<file path="config.mk">
export PLATFORM = sky130hd
export DESIGN_NAME = tie_exec
export DESIGN_NICKNAME = d
export VERILOG_FILES = /design/src/tie_mem_port.v /design/src/tie_exec.v
export VERILOG_INCLUDE_DIRS = /design/src
export SDC_FILE = /design/constraint.sdc
export NUM_CORES = 1
export LEC_CHECK = 0
export BUFFER_PORTS_ARGS = -buffer_cell sky130_fd_sc_hd__buf_2
export CORE_MARGIN = 10
export CORE_UTILIZATION = 56
export CTS_CLUSTER_DIAMETER = 40
export DETAILED_ROUTE_END_ITERATION = 10
export HOLD_SLACK_MARGIN = 0.06
export PLACE_DENSITY_LB_ADDON = 0.05
export SLEW_MARGIN = 20
export SYNTH_ARGS = -nofsm -noshare
export SYNTH_HDL_FRONTEND = slang
export SYNTH_SLANG_ARGS = --single-unit
</file>
<file path="constraint.sdc">
create_clock -name clk -period 3.1 [get_ports clk]
set_clock_uncertainty 0.1 [all_clocks]
set_input_delay 0.155 -clock clk [delete_from_list [all_inputs] [get_ports clk]]
set_output_delay 0.155 -clock clk [all_outputs]
set_load 0.01 [all_outputs]
</file>
<file path="src/tie_map.vh">
// Constants for the transfer instruction execution block.
// Assumes inclusion by tie_exec.v, the checker and the bench; tie_mem_port.v does not include it.
`ifndef TIE_MAP_VH
`define TIE_MAP_VH
// Operation codes on opCode
`define TIE_OP_NONE     4'h0
`define TIE_OP_CTX      4'h1
`define TIE_OP_EXTLOAD  4'h2
`define TIE_OP_VECBASE  4'h3
`define TIE_OP_PRILVL   4'h4
`define TIE_OP_MOVE     4'h5
// Move formats
`define TIE_FMT_G       2'h0
`define TIE_FMT_Q       2'h1
`define TIE_FMT_S       2'h2
`define TIE_FMT_Z       2'h3
// Operand kinds
`define TIE_OPD_REG     3'h0
`define TIE_OPD_MEM     3'h1
`define TIE_OPD_IMM     3'h2
`define TIE_OPD_SPREL   3'h3
`define TIE_OPD_DSP20   3'h4
`define TIE_OPD_ABSOLUTE_LONG_ADDRESS   3'h5
`define TIE_OPD_PAIR    3'h6
// Register numbers
`define TIE_REG_ACC_LO  3'h0
`define TIE_REG_ACC_HI  3'h1
`define TIE_REG_LOADR   3'h4
`define TIE_REG_HIADR   3'h5
// Flag register bit positions
`define TIE_FLG_Z       1
`define TIE_FLG_S       3
`define TIE_FLG_U       7
// Priority level field
`define TIE_IPL_MAX     3'h7
`define TIE_IPL_RST     3'h0
// Reset values
`define TIE_VEC_RST     20'h00000
`define TIE_FLG_RST     8'h00
`endif

</file>
<file path="src/tie_mem_port.v">
// Single-request memory port with two-cycle read answer.
// Assumes memory accepts every request and answers reads next cycle.
`timescale 1ns/100ps
`default_nettype none
module tie_mem_port
#(
  parameter AW = 20
)
(
  // Clock and reset
  input  wire          clk,
  input  wire          reset_n,
  // Request from sequencer
  input  wire          reqRead,
  input  wire          reqWrite,
  input  wire [AW-1:0] reqAddr,
  input  wire [15:0]   reqWdata,
  input  wire          reqWord,
  // Memory pins
  output reg           memRead,
  output reg           memWrite,
  output reg  [AW-1:0] memAddr,
  output reg  [15:0]   memWdata,
  output reg           memWord,
  input  wire [15:0]   memRdata,
  // Answer
  output reg           ansValid,
  output wire [15:0]   ansData
);
  // ----------------------------------------
  // Registered request, answer flag
  // ----------------------------------------
  reg pendRead_reg;
  always @(posedge clk or negedge reset_n)
  begin
    if (!reset_n)
    begin
      memRead      <= 1'b0;
      memWrite     <= 1'b0;
      memAddr      <= {AW{1'b0}};
      memWdata     <= 16'h0000;
      memWord      <= 1'b0;
      pendRead_reg <= 1'b0;
      ansValid     <= 1'b0;
    end
    else
    begin
      memRead      <= reqRead;
      memWrite     <= reqWrite;
      memAddr      <= reqAddr;
      memWdata     <= reqWdata;
      memWord      <= reqWord;
      pendRead_reg <= reqRead;
      ansValid     <= pendRead_reg; // Data sampled two edges after request
    end
  end
  // Memory drives read data in the very cycle ansValid stands;
  // a register here would catch the bus one cycle too early
  assign ansData = memRdata;
endmodule // tie_mem_port
`default_nettype wire

</file>
<file path="src/tie_exec.v">
// Execution unit for context restore, extended load, vector-base load,
// priority-level load and the general move. Expects one decoded op per
// start pulse, legal operand combinations, and a memory answering reads.
//
// Behaviour
// - Context restore takes short task-number address and long table base.
// - Selection byte at base plus twice task number, correction next.
// - Selected registers load from successive stack data, others kept.
// - Stack pointer gets correction value added after restoring.
// - Extended load source: long displacement, long absolute, or pair.
// - Byte load into address register zero-extends to 16 bits.
// - Extended load and move set sign and zero flags only.
// - Vector base loads 20-bit immediate, high part then low part.
// - Priority level field gets immediate; software keeps it 0..7.
// - Byte move from address register uses its low 8 bits.
// - Stack-relative operands use selected stack pointer; never both sides.
// - Quick format immediate is a signed 4-bit value, -8..+7.
// - Short format accumulator low to high address reg, high to low.
// - Vector halves loaded back to back; no interrupt after control load.
`timescale 1ns/100ps
`default_nettype none
`include "tie_map.vh"
module tie_exec
#(
  parameter AW = 20
)
(
  // Clock and reset
  input  wire          clk,
  input  wire          reset_n,
  // Decoded instruction
  input  wire          start,
  input  wire [3:0]    opCode,
  input  wire [1:0]    moveFormat,
  input  wire          sizeWord,
  input  wire [2:0]    srcKind,
  input  wire [2:0]    srcReg,
  input  wire [2:0]    dstKind,
  input  wire [2:0]    dstReg,
  input  wire [19:0]   operandA,
  input  wire [15:0]   operandB,
  input  wire [15:0]   srcRegData,
  input  wire [15:0]   loAddrRegData,
  input  wire [15:0]   hiAddrRegData,
  input  wire [15:0]   userSp,
  input  wire [15:0]   intSp,
  input  wire [7:0]    flagsIn,
  // Memory pins
  output wire          memRead,
  output wire          memWrite,
  output wire [AW-1:0] memAddr,
  output wire [15:0]   memWdata,
  output wire          memWord,
  input  wire [15:0]   memRdata,
  // Register file write
  output reg           regWrite,
  output reg  [2:0]    regSel,
  output reg  [15:0]   regWdata,
  output reg           regWordWrite,
  output reg           spWrite,
  output reg  [15:0]   spWdata,
  // Control registers and flags
  output reg  [19:0]   vectorTableBase,
  output reg  [2:0]    interruptPriorityLevel,
  output reg           flagsWrite,
  output reg  [7:0]    flagsOut,
  output reg           irqBlock,
  output reg           busy
);
  // ----------------------------------------
  // States
  // ----------------------------------------
  localparam ST_IDLE   = 3'h0;
  localparam ST_TASK   = 3'h1;
  localparam ST_TABLE  = 3'h2;
  localparam ST_POP    = 3'h3;
  localparam ST_SRC    = 3'h4;
  localparam ST_VECLO  = 3'h5;
  localparam ST_FINISH = 3'h6;
  localparam ST_WRITE  = 3'h7;

  reg  [2:0]  state_reg;
  reg  [7:0]  selMask_reg;
  reg  [15:0] spCorr_reg;
  reg  [15:0] popPtr_reg;
  reg  [2:0]  popIdx_reg;
  reg  [19:0] tableBase_reg;
  reg  [19:0] vecImm_reg;
  reg         waitAns_reg;
  reg         sizeWord_reg;
  reg  [2:0]  dstKind_reg;
  reg  [2:0]  dstReg_reg;
  reg  [15:0] dstAddr_reg;
  reg  [15:0] result_reg;

  // Memory request
  reg          reqRead;
  reg          reqWrite;
  reg [AW-1:0] reqAddr;
  reg [15:0]   reqWdata;
  reg          reqWord;
  wire         ansValid;
  wire [15:0]  ansData;

  tie_mem_port #(.AW(AW)) memPort
  (
    .clk      (clk),
    .reset_n  (reset_n),
    .reqRead  (reqRead),
    .reqWrite (reqWrite),
    .reqAddr  (reqAddr),
    .reqWdata (reqWdata),
    .reqWord  (reqWord),
    .memRead  (memRead),
    .memWrite (memWrite),
    .memAddr  (memAddr),
    .memWdata (memWdata),
    .memWord  (memWord),
    .memRdata (memRdata),
    .ansValid (ansValid),
    .ansData  (ansData)
  );

  // ----------------------------------------
  // Operand helpers
  // ----------------------------------------
  // Stack-relative base follows the stack-select flag
  wire [15:0] activeSp = flagsIn[`TIE_FLG_U] ? userSp : intSp;
  // Quick immediate: signed 4-bit sign-extended
  wire [15:0] quickImm = {{12{operandB[3]}}, operandB[3:0]};
  // Extended source address, only three modes
  reg  [19:0] extAddr;
  always @*
  begin
    case (srcKind)
      `TIE_OPD_DSP20: extAddr = operandA + {4'h0, loAddrRegData};
      `TIE_OPD_PAIR:  extAddr = {hiAddrRegData[3:0], loAddrRegData};
      default:        extAddr = operandA;
    endcase
  end
  // Short-format address-register target forced by accumulator half
  wire [2:0] shortDst = (srcReg == `TIE_REG_ACC_LO) ? `TIE_REG_HIADR
                                                  : `TIE_REG_LOADR;
  wire shortAccToAdr = (moveFormat == `TIE_FMT_S) && (srcKind == `TIE_OPD_REG)
                       && (dstKind == `TIE_OPD_REG) && dstReg[2];

  // Move source value, byte from address reg uses low 8 bits
  reg [15:0] moveSrc;
  always @*
  begin
    case (moveFormat)
      `TIE_FMT_Q: moveSrc = quickImm;
      `TIE_FMT_Z: moveSrc = 16'h0000;
      default:
        if (srcKind == `TIE_OPD_IMM)
          moveSrc = operandB;
        else if (!sizeWord)
          moveSrc = {8'h00, srcRegData[7:0]};
        else
          moveSrc = srcRegData;
    endcase
  end

  // Result shaping: byte into an address register is written as 16 bits
  wire        resultWide = sizeWord_reg ||
                           (dstKind_reg == `TIE_OPD_REG && dstReg_reg[2]);
  wire [15:0] resultVal  = sizeWord_reg ? result_reg
                                        : {8'h00, result_reg[7:0]};

  // ----------------------------------------
  // Sequencer
  // ----------------------------------------
  always @(posedge clk or negedge reset_n)
  begin
    if (!reset_n)
    begin
      state_reg              <= ST_IDLE;
      selMask_reg            <= 8'h00;
      spCorr_reg             <= 16'h0000;
      popPtr_reg             <= 16'h0000;
      popIdx_reg             <= 3'h0;
      tableBase_reg          <= 20'h00000;
      vecImm_reg             <= 20'h00000;
      waitAns_reg            <= 1'b0;
      sizeWord_reg           <= 1'b0;
      dstKind_reg            <= 3'h0;
      dstReg_reg             <= 3'h0;
      dstAddr_reg            <= 16'h0000;
      result_reg             <= 16'h0000;
      regWrite               <= 1'b0;
      regSel                 <= 3'h0;
      regWdata               <= 16'h0000;
      regWordWrite           <= 1'b0;
      spWrite                <= 1'b0;
      spWdata                <= 16'h0000;
      vectorTableBase        <= `TIE_VEC_RST;
      interruptPriorityLevel <= `TIE_IPL_RST;
      flagsWrite             <= 1'b0;
      flagsOut               <= `TIE_FLG_RST;
      irqBlock               <= 1'b0;
      busy                   <= 1'b0;
    end
    else
    begin
      regWrite   <= 1'b0;
      spWrite    <= 1'b0;
      flagsWrite <= 1'b0;
      irqBlock   <= 1'b0;
      case (state_reg)
        ST_IDLE:
          if (start)
          begin
            busy         <= 1'b1;
            sizeWord_reg <= sizeWord;
            dstKind_reg  <= dstKind;
            dstReg_reg   <= shortAccToAdr ? shortDst : dstReg;
            dstAddr_reg  <= (dstKind == `TIE_OPD_SPREL)
                            ? activeSp + operandB : operandB;
            case (opCode)
              `TIE_OP_CTX:
              begin
                tableBase_reg <= operandA;
                waitAns_reg   <= 1'b1;
                state_reg     <= ST_TASK;
              end
              `TIE_OP_EXTLOAD:
              begin
                waitAns_reg <= 1'b1;
                state_reg   <= ST_SRC;
              end
              `TIE_OP_VECBASE:
              begin
                // High part lands first, low part next cycle
                vectorTableBase[19:16] <= operandA[19:16];
                vecImm_reg             <= operandA;
                irqBlock               <= 1'b1;
                state_reg              <= ST_VECLO;
              end
              `TIE_OP_PRILVL:
              begin
                // Only 3 bits held; values above 7 are the program's fault
                interruptPriorityLevel <= operandB[2:0];
                irqBlock               <= 1'b1;
                state_reg              <= ST_FINISH;
              end
              `TIE_OP_MOVE:
                if (srcKind == `TIE_OPD_MEM || srcKind == `TIE_OPD_SPREL)
                begin
                  waitAns_reg <= 1'b1;
                  state_reg   <= ST_SRC;
                end
                else
                begin
                  result_reg <= moveSrc;
                  state_reg  <= ST_WRITE;
                end
              default:
                state_reg <= ST_FINISH;
            endcase
          end
        ST_TASK:
          if (ansValid)
            state_reg <= ST_TABLE;
        ST_TABLE:
          if (ansValid)
          begin
            selMask_reg <= ansData[7:0];
            spCorr_reg  <= {8'h00, ansData[15:8]};
            popPtr_reg  <= activeSp;
            popIdx_reg  <= 3'h0;
            waitAns_reg <= 1'b0;
            state_reg   <= ST_POP;
          end
        ST_POP:
          if (!selMask_reg[popIdx_reg])
          begin
            // Unselected register keeps its value
            popIdx_reg <= popIdx_reg + 3'h1;
            if (popIdx_reg == 3'h7)
              state_reg <= ST_FINISH;
          end
          else if (ansValid)
          begin
            regWrite     <= 1'b1;
            regSel       <= popIdx_reg;
            regWdata     <= ansData;
            regWordWrite <= 1'b1;
            popPtr_reg   <= popPtr_reg + 16'h0002;
            popIdx_reg   <= popIdx_reg + 3'h1;
            waitAns_reg  <= 1'b0;
            if (popIdx_reg == 3'h7)
              state_reg <= ST_FINISH;
          end
          else
            waitAns_reg <= 1'b1;
        ST_SRC:
          if (ansValid)
          begin
            waitAns_reg <= 1'b0;
            result_reg  <= ansData;
            state_reg   <= ST_WRITE;
          end
        ST_WRITE:
        begin
          // Register target here; memory target goes out on the request port
          if (dstKind_reg == `TIE_OPD_REG)
          begin
            regWrite     <= 1'b1;
            regSel       <= dstReg_reg;
            regWdata     <= resultVal;
            regWordWrite <= resultWide;
          end
          flagsWrite           <= 1'b1;
          flagsOut             <= flagsIn;
          flagsOut[`TIE_FLG_S] <= resultWide ? resultVal[15] : resultVal[7];
          flagsOut[`TIE_FLG_Z] <= resultWide ? (resultVal == 16'h0000)
                                             : (resultVal[7:0] == 8'h00);
          state_reg            <= ST_FINISH;
        end
        ST_VECLO:
        begin
          vectorTableBase[15:0] <= vecImm_reg[15:0];
          irqBlock              <= 1'b1;
          state_reg             <= ST_FINISH;
        end
        ST_FINISH:
        begin
          if (opCode == `TIE_OP_CTX && busy)
          begin
            spWrite <= 1'b1;
            spWdata <= activeSp + spCorr_reg;
          end
          busy      <= 1'b0;
          state_reg <= ST_IDLE;
        end
        default:
          state_reg <= ST_IDLE;
      endcase
    end
  end

  // ----------------------------------------
  // Memory requests and result writes
  // ----------------------------------------
  always @*
  begin
    reqRead  = 1'b0;
    reqWrite = 1'b0;
    reqAddr  = {AW{1'b0}};
    reqWdata = 16'h0000;
    reqWord  = 1'b1;
    if (state_reg == ST_IDLE && start)
    begin
      if (opCode == `TIE_OP_CTX)
      begin
        reqRead = 1'b1;
        reqAddr = {4'h0, operandB};
      end
      else if (opCode == `TIE_OP_EXTLOAD)
      begin
        reqRead = 1'b1;
        reqAddr = extAddr;
        reqWord = sizeWord;
      end
      else if (opCode == `TIE_OP_MOVE && srcKind == `TIE_OPD_SPREL)
      begin
        reqRead = 1'b1;
        reqAddr = {4'h0, activeSp + operandA[15:0]};
        reqWord = sizeWord;
      end
      else if (opCode == `TIE_OP_MOVE && srcKind == `TIE_OPD_MEM)
      begin
        reqRead = 1'b1;
        reqAddr = operandA;
        reqWord = sizeWord;
      end
    end
    else if (state_reg == ST_TASK && ansValid)
    begin
      reqRead = 1'b1;
      reqAddr = tableBase_reg + {3'h0, ansData, 1'b0};
    end
    else if (state_reg == ST_POP && selMask_reg[popIdx_reg] && !waitAns_reg)
    begin
      reqRead = 1'b1;
      reqAddr = {4'h0, popPtr_reg};
    end
    else if (state_reg == ST_WRITE && dstKind_reg != `TIE_OPD_REG)
    begin
      reqWrite = 1'b1;
      reqAddr  = {4'h0, dstAddr_reg};
      reqWdata = resultVal;
      reqWord  = sizeWord_reg;
    end
  end
endmodule // tie_exec
`default_nettype wire

</file>
# Word level (Yosys, flattened, before mapping)
# Index checks and enable logic that the tools add are counted.
[classes] reduce_logical=45 n_mux=97 order_cmp=1 add_sub_neg=7 eq_ne=35
[ops] cell="$mux 16" n=20
[ops] cell="$pmux 16 s2" n=4
[ops] cell="$mux 20" n=6
[ops] cell="$mux 3" n=14
[ops] cell="$mux 1" n=40
[ops] cell="$pmux 20 s2" n=1
[ops] cell="$add 16x16->16" n=2
[ops] cell="$eq 3x3->1 const B" n=7
[ops] cell="$pmux 3 s7" n=1
[ops] cell="$add 20x16->20" n=1
[ops] cell="$add 20x17->20" n=1
[ops] cell="$add 16x2->16 const B" n=1
[ops] cell="$add 16x8->16" n=1
[ops] cell="$logic_not 16->1" n=1
[ops] cell="$eq 3x2->1 const B" n=5
[ops] cell="$logic_not 3->1" n=5
[ops] cell="$ne 2x1->1 const B" n=7
[ops] cell="$logic_and 1x1->1" n=12
[ops] cell="$pmux 3 s2" n=2
[ops] cell="$pmux 3 s4" n=1
[ops] cell="$reduce_and 3->1" n=4
[ops] cell="$pmux 1 s2" n=5
[ops] cell="$reduce_and 5->1" n=2
[ops] cell="$eq 4x2->1 const B" n=2
[ops] cell="22 further kinds" n=40
[word_totals] register_bits=226 inputBits=162 out_inout_bits=111

# Depth between registers and ports, before layout
[logic_depth] word_depth=7 depth_mapped=15 depth_no_buf=13

# Modules after synthesis
# From an unflattened synthesis, not the netlist that was laid out.
[hier_totals] hier_cells=1527 hier_area_um2=13915.8
[modules_own_cells] mod="tie_exec" area_each_um2=12794.8 instances=1 cells_each=1471
[modules_own_cells] mod="tie_mem_port" area_each_um2=1121.1 instances=1 cells_each=56

# Worst setup path after synthesis
# No wires, ideal clock.
[synth_timing] kind="input to register" startpoint="in flagsIn[7]" endpoint="reg memPort.memAddr[14]" setup_time_ns=0.086 path_slack_ns=-0.208 t_arrival_ns=3.122 required_ns=2.914 path_stages=14 path_cell_list="buf_2 > buf_1 > mux2_2 > ha_1 > fa_1 > a211oi_1 > o21ai_0 > nand2_1 > a21oi_1 > o41ai_1 > o21ai_0 > xor2_1 > nand2_1 > a32oi_1"
[synth_between] elab_chain_cells=6
[synth_rtl] item="from (decl)" line_no="tie_exec.v:47" text="input wire [7:0] flagsIn,"
[synth_rtl] item="$mux 16" line_no="tie_exec.v:128" text="wire [15:0] activeSp = flagsIn[`TIE_FLG_U] ? userSp : intSp;"
[synth_rtl] item="$add 16x16->16" line_no="tie_exec.v:368" text="reqAddr = {4'h0, activeSp + operandA[15:0]};"
[synth_rtl] item="$mux 20" line_no="tie_exec.v:365" text="else if (opCode == `TIE_OP_MOVE && srcKind == `TIE_OPD_SPREL)"
[synth_rtl] item="$mux 20" line_no="tie_exec.v:359" text="else if (opCode == `TIE_OP_EXTLOAD)"
[synth_rtl] item="$mux 20" line_no="tie_exec.v:354" text="if (opCode == `TIE_OP_CTX)"
[synth_rtl] item="$mux 20" line_no="tie_exec.v:352" text="if (state_reg == ST_IDLE && start)"
[synth_rtl] item="named net memPort.reqAddr[14]" line_no="tie_mem_port.v:16" text="input wire [AW-1:0] reqAddr,"
[synth_rtl] item="to (signal assigned)" line_no="tie_mem_port.v:40" text="memAddr <= {AW{1'b0}};"
[synth_rtl] item="to (signal assigned)" line_no="tie_mem_port.v:50" text="memAddr <= reqAddr;"
[synth_rtl] item="to (decl)" line_no="tie_mem_port.v:22" text="output reg [AW-1:0] memAddr,"
# The timed path passes the listed nets, and every way through them passes these cells.
# A chain may end at the register's enable or synchronous reset.

# Worst setup path in the final report
[layout_timing] startpoint="in operandA[0]" endpoint="reg memPort.memAddr[16]"
[layout_between] elab_chain_cells=5
[layout_rtl] item="from (decl)" line_no="tie_exec.v:40" text="input wire [19:0] operandA,"
[layout_rtl] item="$add 20x16->20" line_no="tie_exec.v:136" text="`TIE_OPD_DSP20: extAddr = operandA + {4'h0, loAddrRegData};"
[layout_rtl] item="$pmux 20 s2" line_no="tie_exec.v:135" text="case (srcKind)"
[layout_rtl] item="$mux 20" line_no="tie_exec.v:359"
[layout_rtl] item="$mux 20" line_no="tie_exec.v:354"
[layout_rtl] item="$mux 20" line_no="tie_exec.v:352"
[layout_rtl] item="named net memPort.reqAddr[16]" line_no="tie_mem_port.v:16"
# The timed path passes the listed nets, and every way through them passes these cells.

==> impl_results.md <==
- Syn_area_per_cell: 8.92 um2
- Die Y: 177 um
- Via/cell ratio: 6.03
- Sequential cell area fraction in the yosys report: 0.409
- Netlist Area Pre-Place: 0.0138 mm2
- Most used cell, CP: a21oi_1
- Num CTS Buffers: 38
- Synth top area share: 0.409
- Max Cap Viol: 0
- Synth area leaders: dfrtp_1, nand2_1, ha_1, mux2_2, a21oi_1
- Yosys cell types: 78
- Async set-reset flop share out of synthesis: 1.00
- WP data arrival: 3.17 ns
- Minimum clock period: 2.90 ns
- WS Path Type: in -> reg
- Post-synth top cells: nand2_1, dfrtp_1, a21oi_1, o21ai_0, nor2_1
- CTS tree: done
- Routed Antenna Nets: 0
- Crit path cell chain: dlygate4sd3_1 -> buf_2 -> ha_1 -> fa_1 -> a211oi_2 -> o21ai_1 -> a31o_2 -> a21oi_1 -> nand2b_1 -> a21oi_1 -> xor2_1 -> o2111ai_1 -> nand3_1
- First-pass GRT wire length: 77600 um
- VDD IR max: 0.533 mV
- Remaining DRCs: 0
- RSZ-0062 raised after global routing: false
- Worst r2r path cells: 7
- Largest net degree at the start of global routing: 82
- Dpl ws: -0.0540 ns
- Crit-path max cell delay: 0.53 ns
- Yosys reg bits: 226
- Clock transition at path regs: 0.05 ns
- Initial Util: 0.569
- Worst hold margin: 0.0504 ns
- Startpoint Class: input port
- WL/cell: 22.2 um
- Post-synth EDFFs: 0
- Pwr/cell area: 757 mW/mm2
- Hpwl dp: 36900 um
- Finished Layout Cells: 2275
- Outcome: completed
- Initial antenna violation count: 0
- Count leader, synth: nand2_1
- Placed cell count: 2108
- Clock Tree Buf Depth: 3
- Setup slack, reg-to-reg: 0.20 ns
- Die width: 177 um
- Layout cell share with drive strength beyond 1: 0.250
- Multi-input gate area: 0.00784 mm2
- CTS Root Cell: clkbuf_16
- Setup-failing EPs final: 0
- H-tree levels: 2
- Part of the cycle the worst path needs: 0.936
- Syn nets: 1790
- Slowest CP cell: dlygate4sd3_1
- FILL cells: 1855
- Post-Synthesis Cells: 1550
- Pins Over Slew Limit: 0
- Area leader, netlist: dfrtp_1
- Std-Cell Rows: 57
- Placed cell area: 0.0157 mm2
- Die area: 0.0314 mm2
- Critical Path RT: 3.37 ns
- Total grt overflow: 0
- Hold Vio Cnt, Final: 0
- Slew headroom: 0.344
- Crit. End Element: flip-flop
- Vias after detailed routing: 13700
- Initial DRT Pass Iterations: 8
- # diodes: 0
- Final Cell Area: 0.0181 mm2
- IO Port Bufs: 258
- Global placement routability congestion: 0.984
- DRT Wirelength: 50600 um
- Nets@finish: 2163
- Worst-Skew Late Latency: 0.52 ns
- Worst Tran Pin Value: 0.983 ns
- Vias in the first global route: 13900
- Core Area: 0.0243 mm2
- Worst-path fanout max: 3
- Slack of the critical path: 0.198 ns
- Initial DRC Count: 1393
- Yosys warning count: 0
- FF+latch area: 0.00566 mm2
- Clock sinks: 226
- Num ports: 273
- Layout area overhead: 30.5%
- GRT Overall Usage: 0.315
- Leak: 8.83 nW
- Max Fclk: 0.345 GHz
- Ys flop type: dfrtp_1
- HP Class: in -> reg
- Hold Path Stages: 4
[power by group]
| part | internal [W] | switching, W |
|---|---|---|
| combinational | 0.00196 | 0.00270 |
| clock | 0.00277 | 0.00152 |
| sequential | 0.00396 | 0.000761 |
[through the flow]
stage               utilization  setup TNS, ns  power, W
floorplan                     -              0   0.00740
detailed placement        0.645         -0.111   0.00911
global placement          0.645              0   0.00898
finish                    0.743              0    0.0137
global route              0.743              0    0.0144
CTS                       0.737              0    0.0136
[timing repair]
action                     in CTS  in global routing
setup endpoints to repair       0                 10
hold endpoints to repair      228                  0
gates resized for setup         0                 23
buffers inserted                0                  5
hold buffers                   94                  0
[per-layer routing]
| metal | GRT usage | vias up | routed length [um] |
|---|---|---|---|
| met4 | 0.128 | 0 | 2110 |
| met5 | 0 | - | 0 |
| li1 | - | 6352 | - |
| met1 | 0.403 | 6524 | 20200 |
| met2 | 0.505 | 715 | 23100 |
| met3 | 0.0747 | 134 | 5130 |
[critical path: cells and delay by family]
kind / cells / cell delay (ns)
AO/OA/AOI/OAI: 6 / 1.24
buffers and inverters: 2 / 0.66
adder cells (fa/ha/maj): 2 / 0.66
AND/OR/NAND/NOR: 2 / 0.30
XOR/XNOR: 1 / 0.15
[cell families after synthesis]
kind of cell / count (synthesis) / synth area share
buf+inv: 114 / 0.0327
xor+xnor: 59 / 0.0374
compound gates: 419 / 0.194
simple gates: 564 / 0.181
flops: 226 / 0.409
mux: 90 / 0.0733
fa+ha+maj: 78 / 0.0733
[final timing paths]
| check | startpoint | to |
|---|---|---|
| setup reg to reg | popIdx_reg[0] | popPtr_reg[14] |
| min in group asynchronous | reset_n | memPort.memWdata[3] |
| hold / removal | loAddrRegData[7] | memPort.memAddr[7] |
| max in group asynchronous | reset_n | vectorTableBase[7] |
| setup / recovery | operandA[0] | memPort.memAddr[16] |
| hold reg to reg | memPort.pendRead_reg | memPort.ansValid |
[area by class of cell]
cell class | count | area share
multi-input cells | 1210 | 0.434
clock buffers | 44 | 0.0580
clock inverters | 24 | 0.0146
inverters | 33 | 0.00686
repair buffers | 414 | 0.151
flip-flops and latches | 226 | 0.313
well taps | 324 | 0.0225
[layout by cell type, fill, tap and decap left out, drive strengths merged, types with 21 or more instances in the layout]
cell type    synthesis  final
nor3                23     23
clkbuf              65     44
nor2               101    101
o21ai              111    111
buf                 16    320
ha                  73     73
nand2              294    294
dlygate4sd3          0     93
mux2i               21     21
dfrtp              226    226
a31oi               31     31
nand3               50     50
o22ai               26     26
xnor2               38     38
inv                 32     34
mux2                67     67
xor2                21     21
a21oi              111    111
Power figures use the tool's default switching activity.
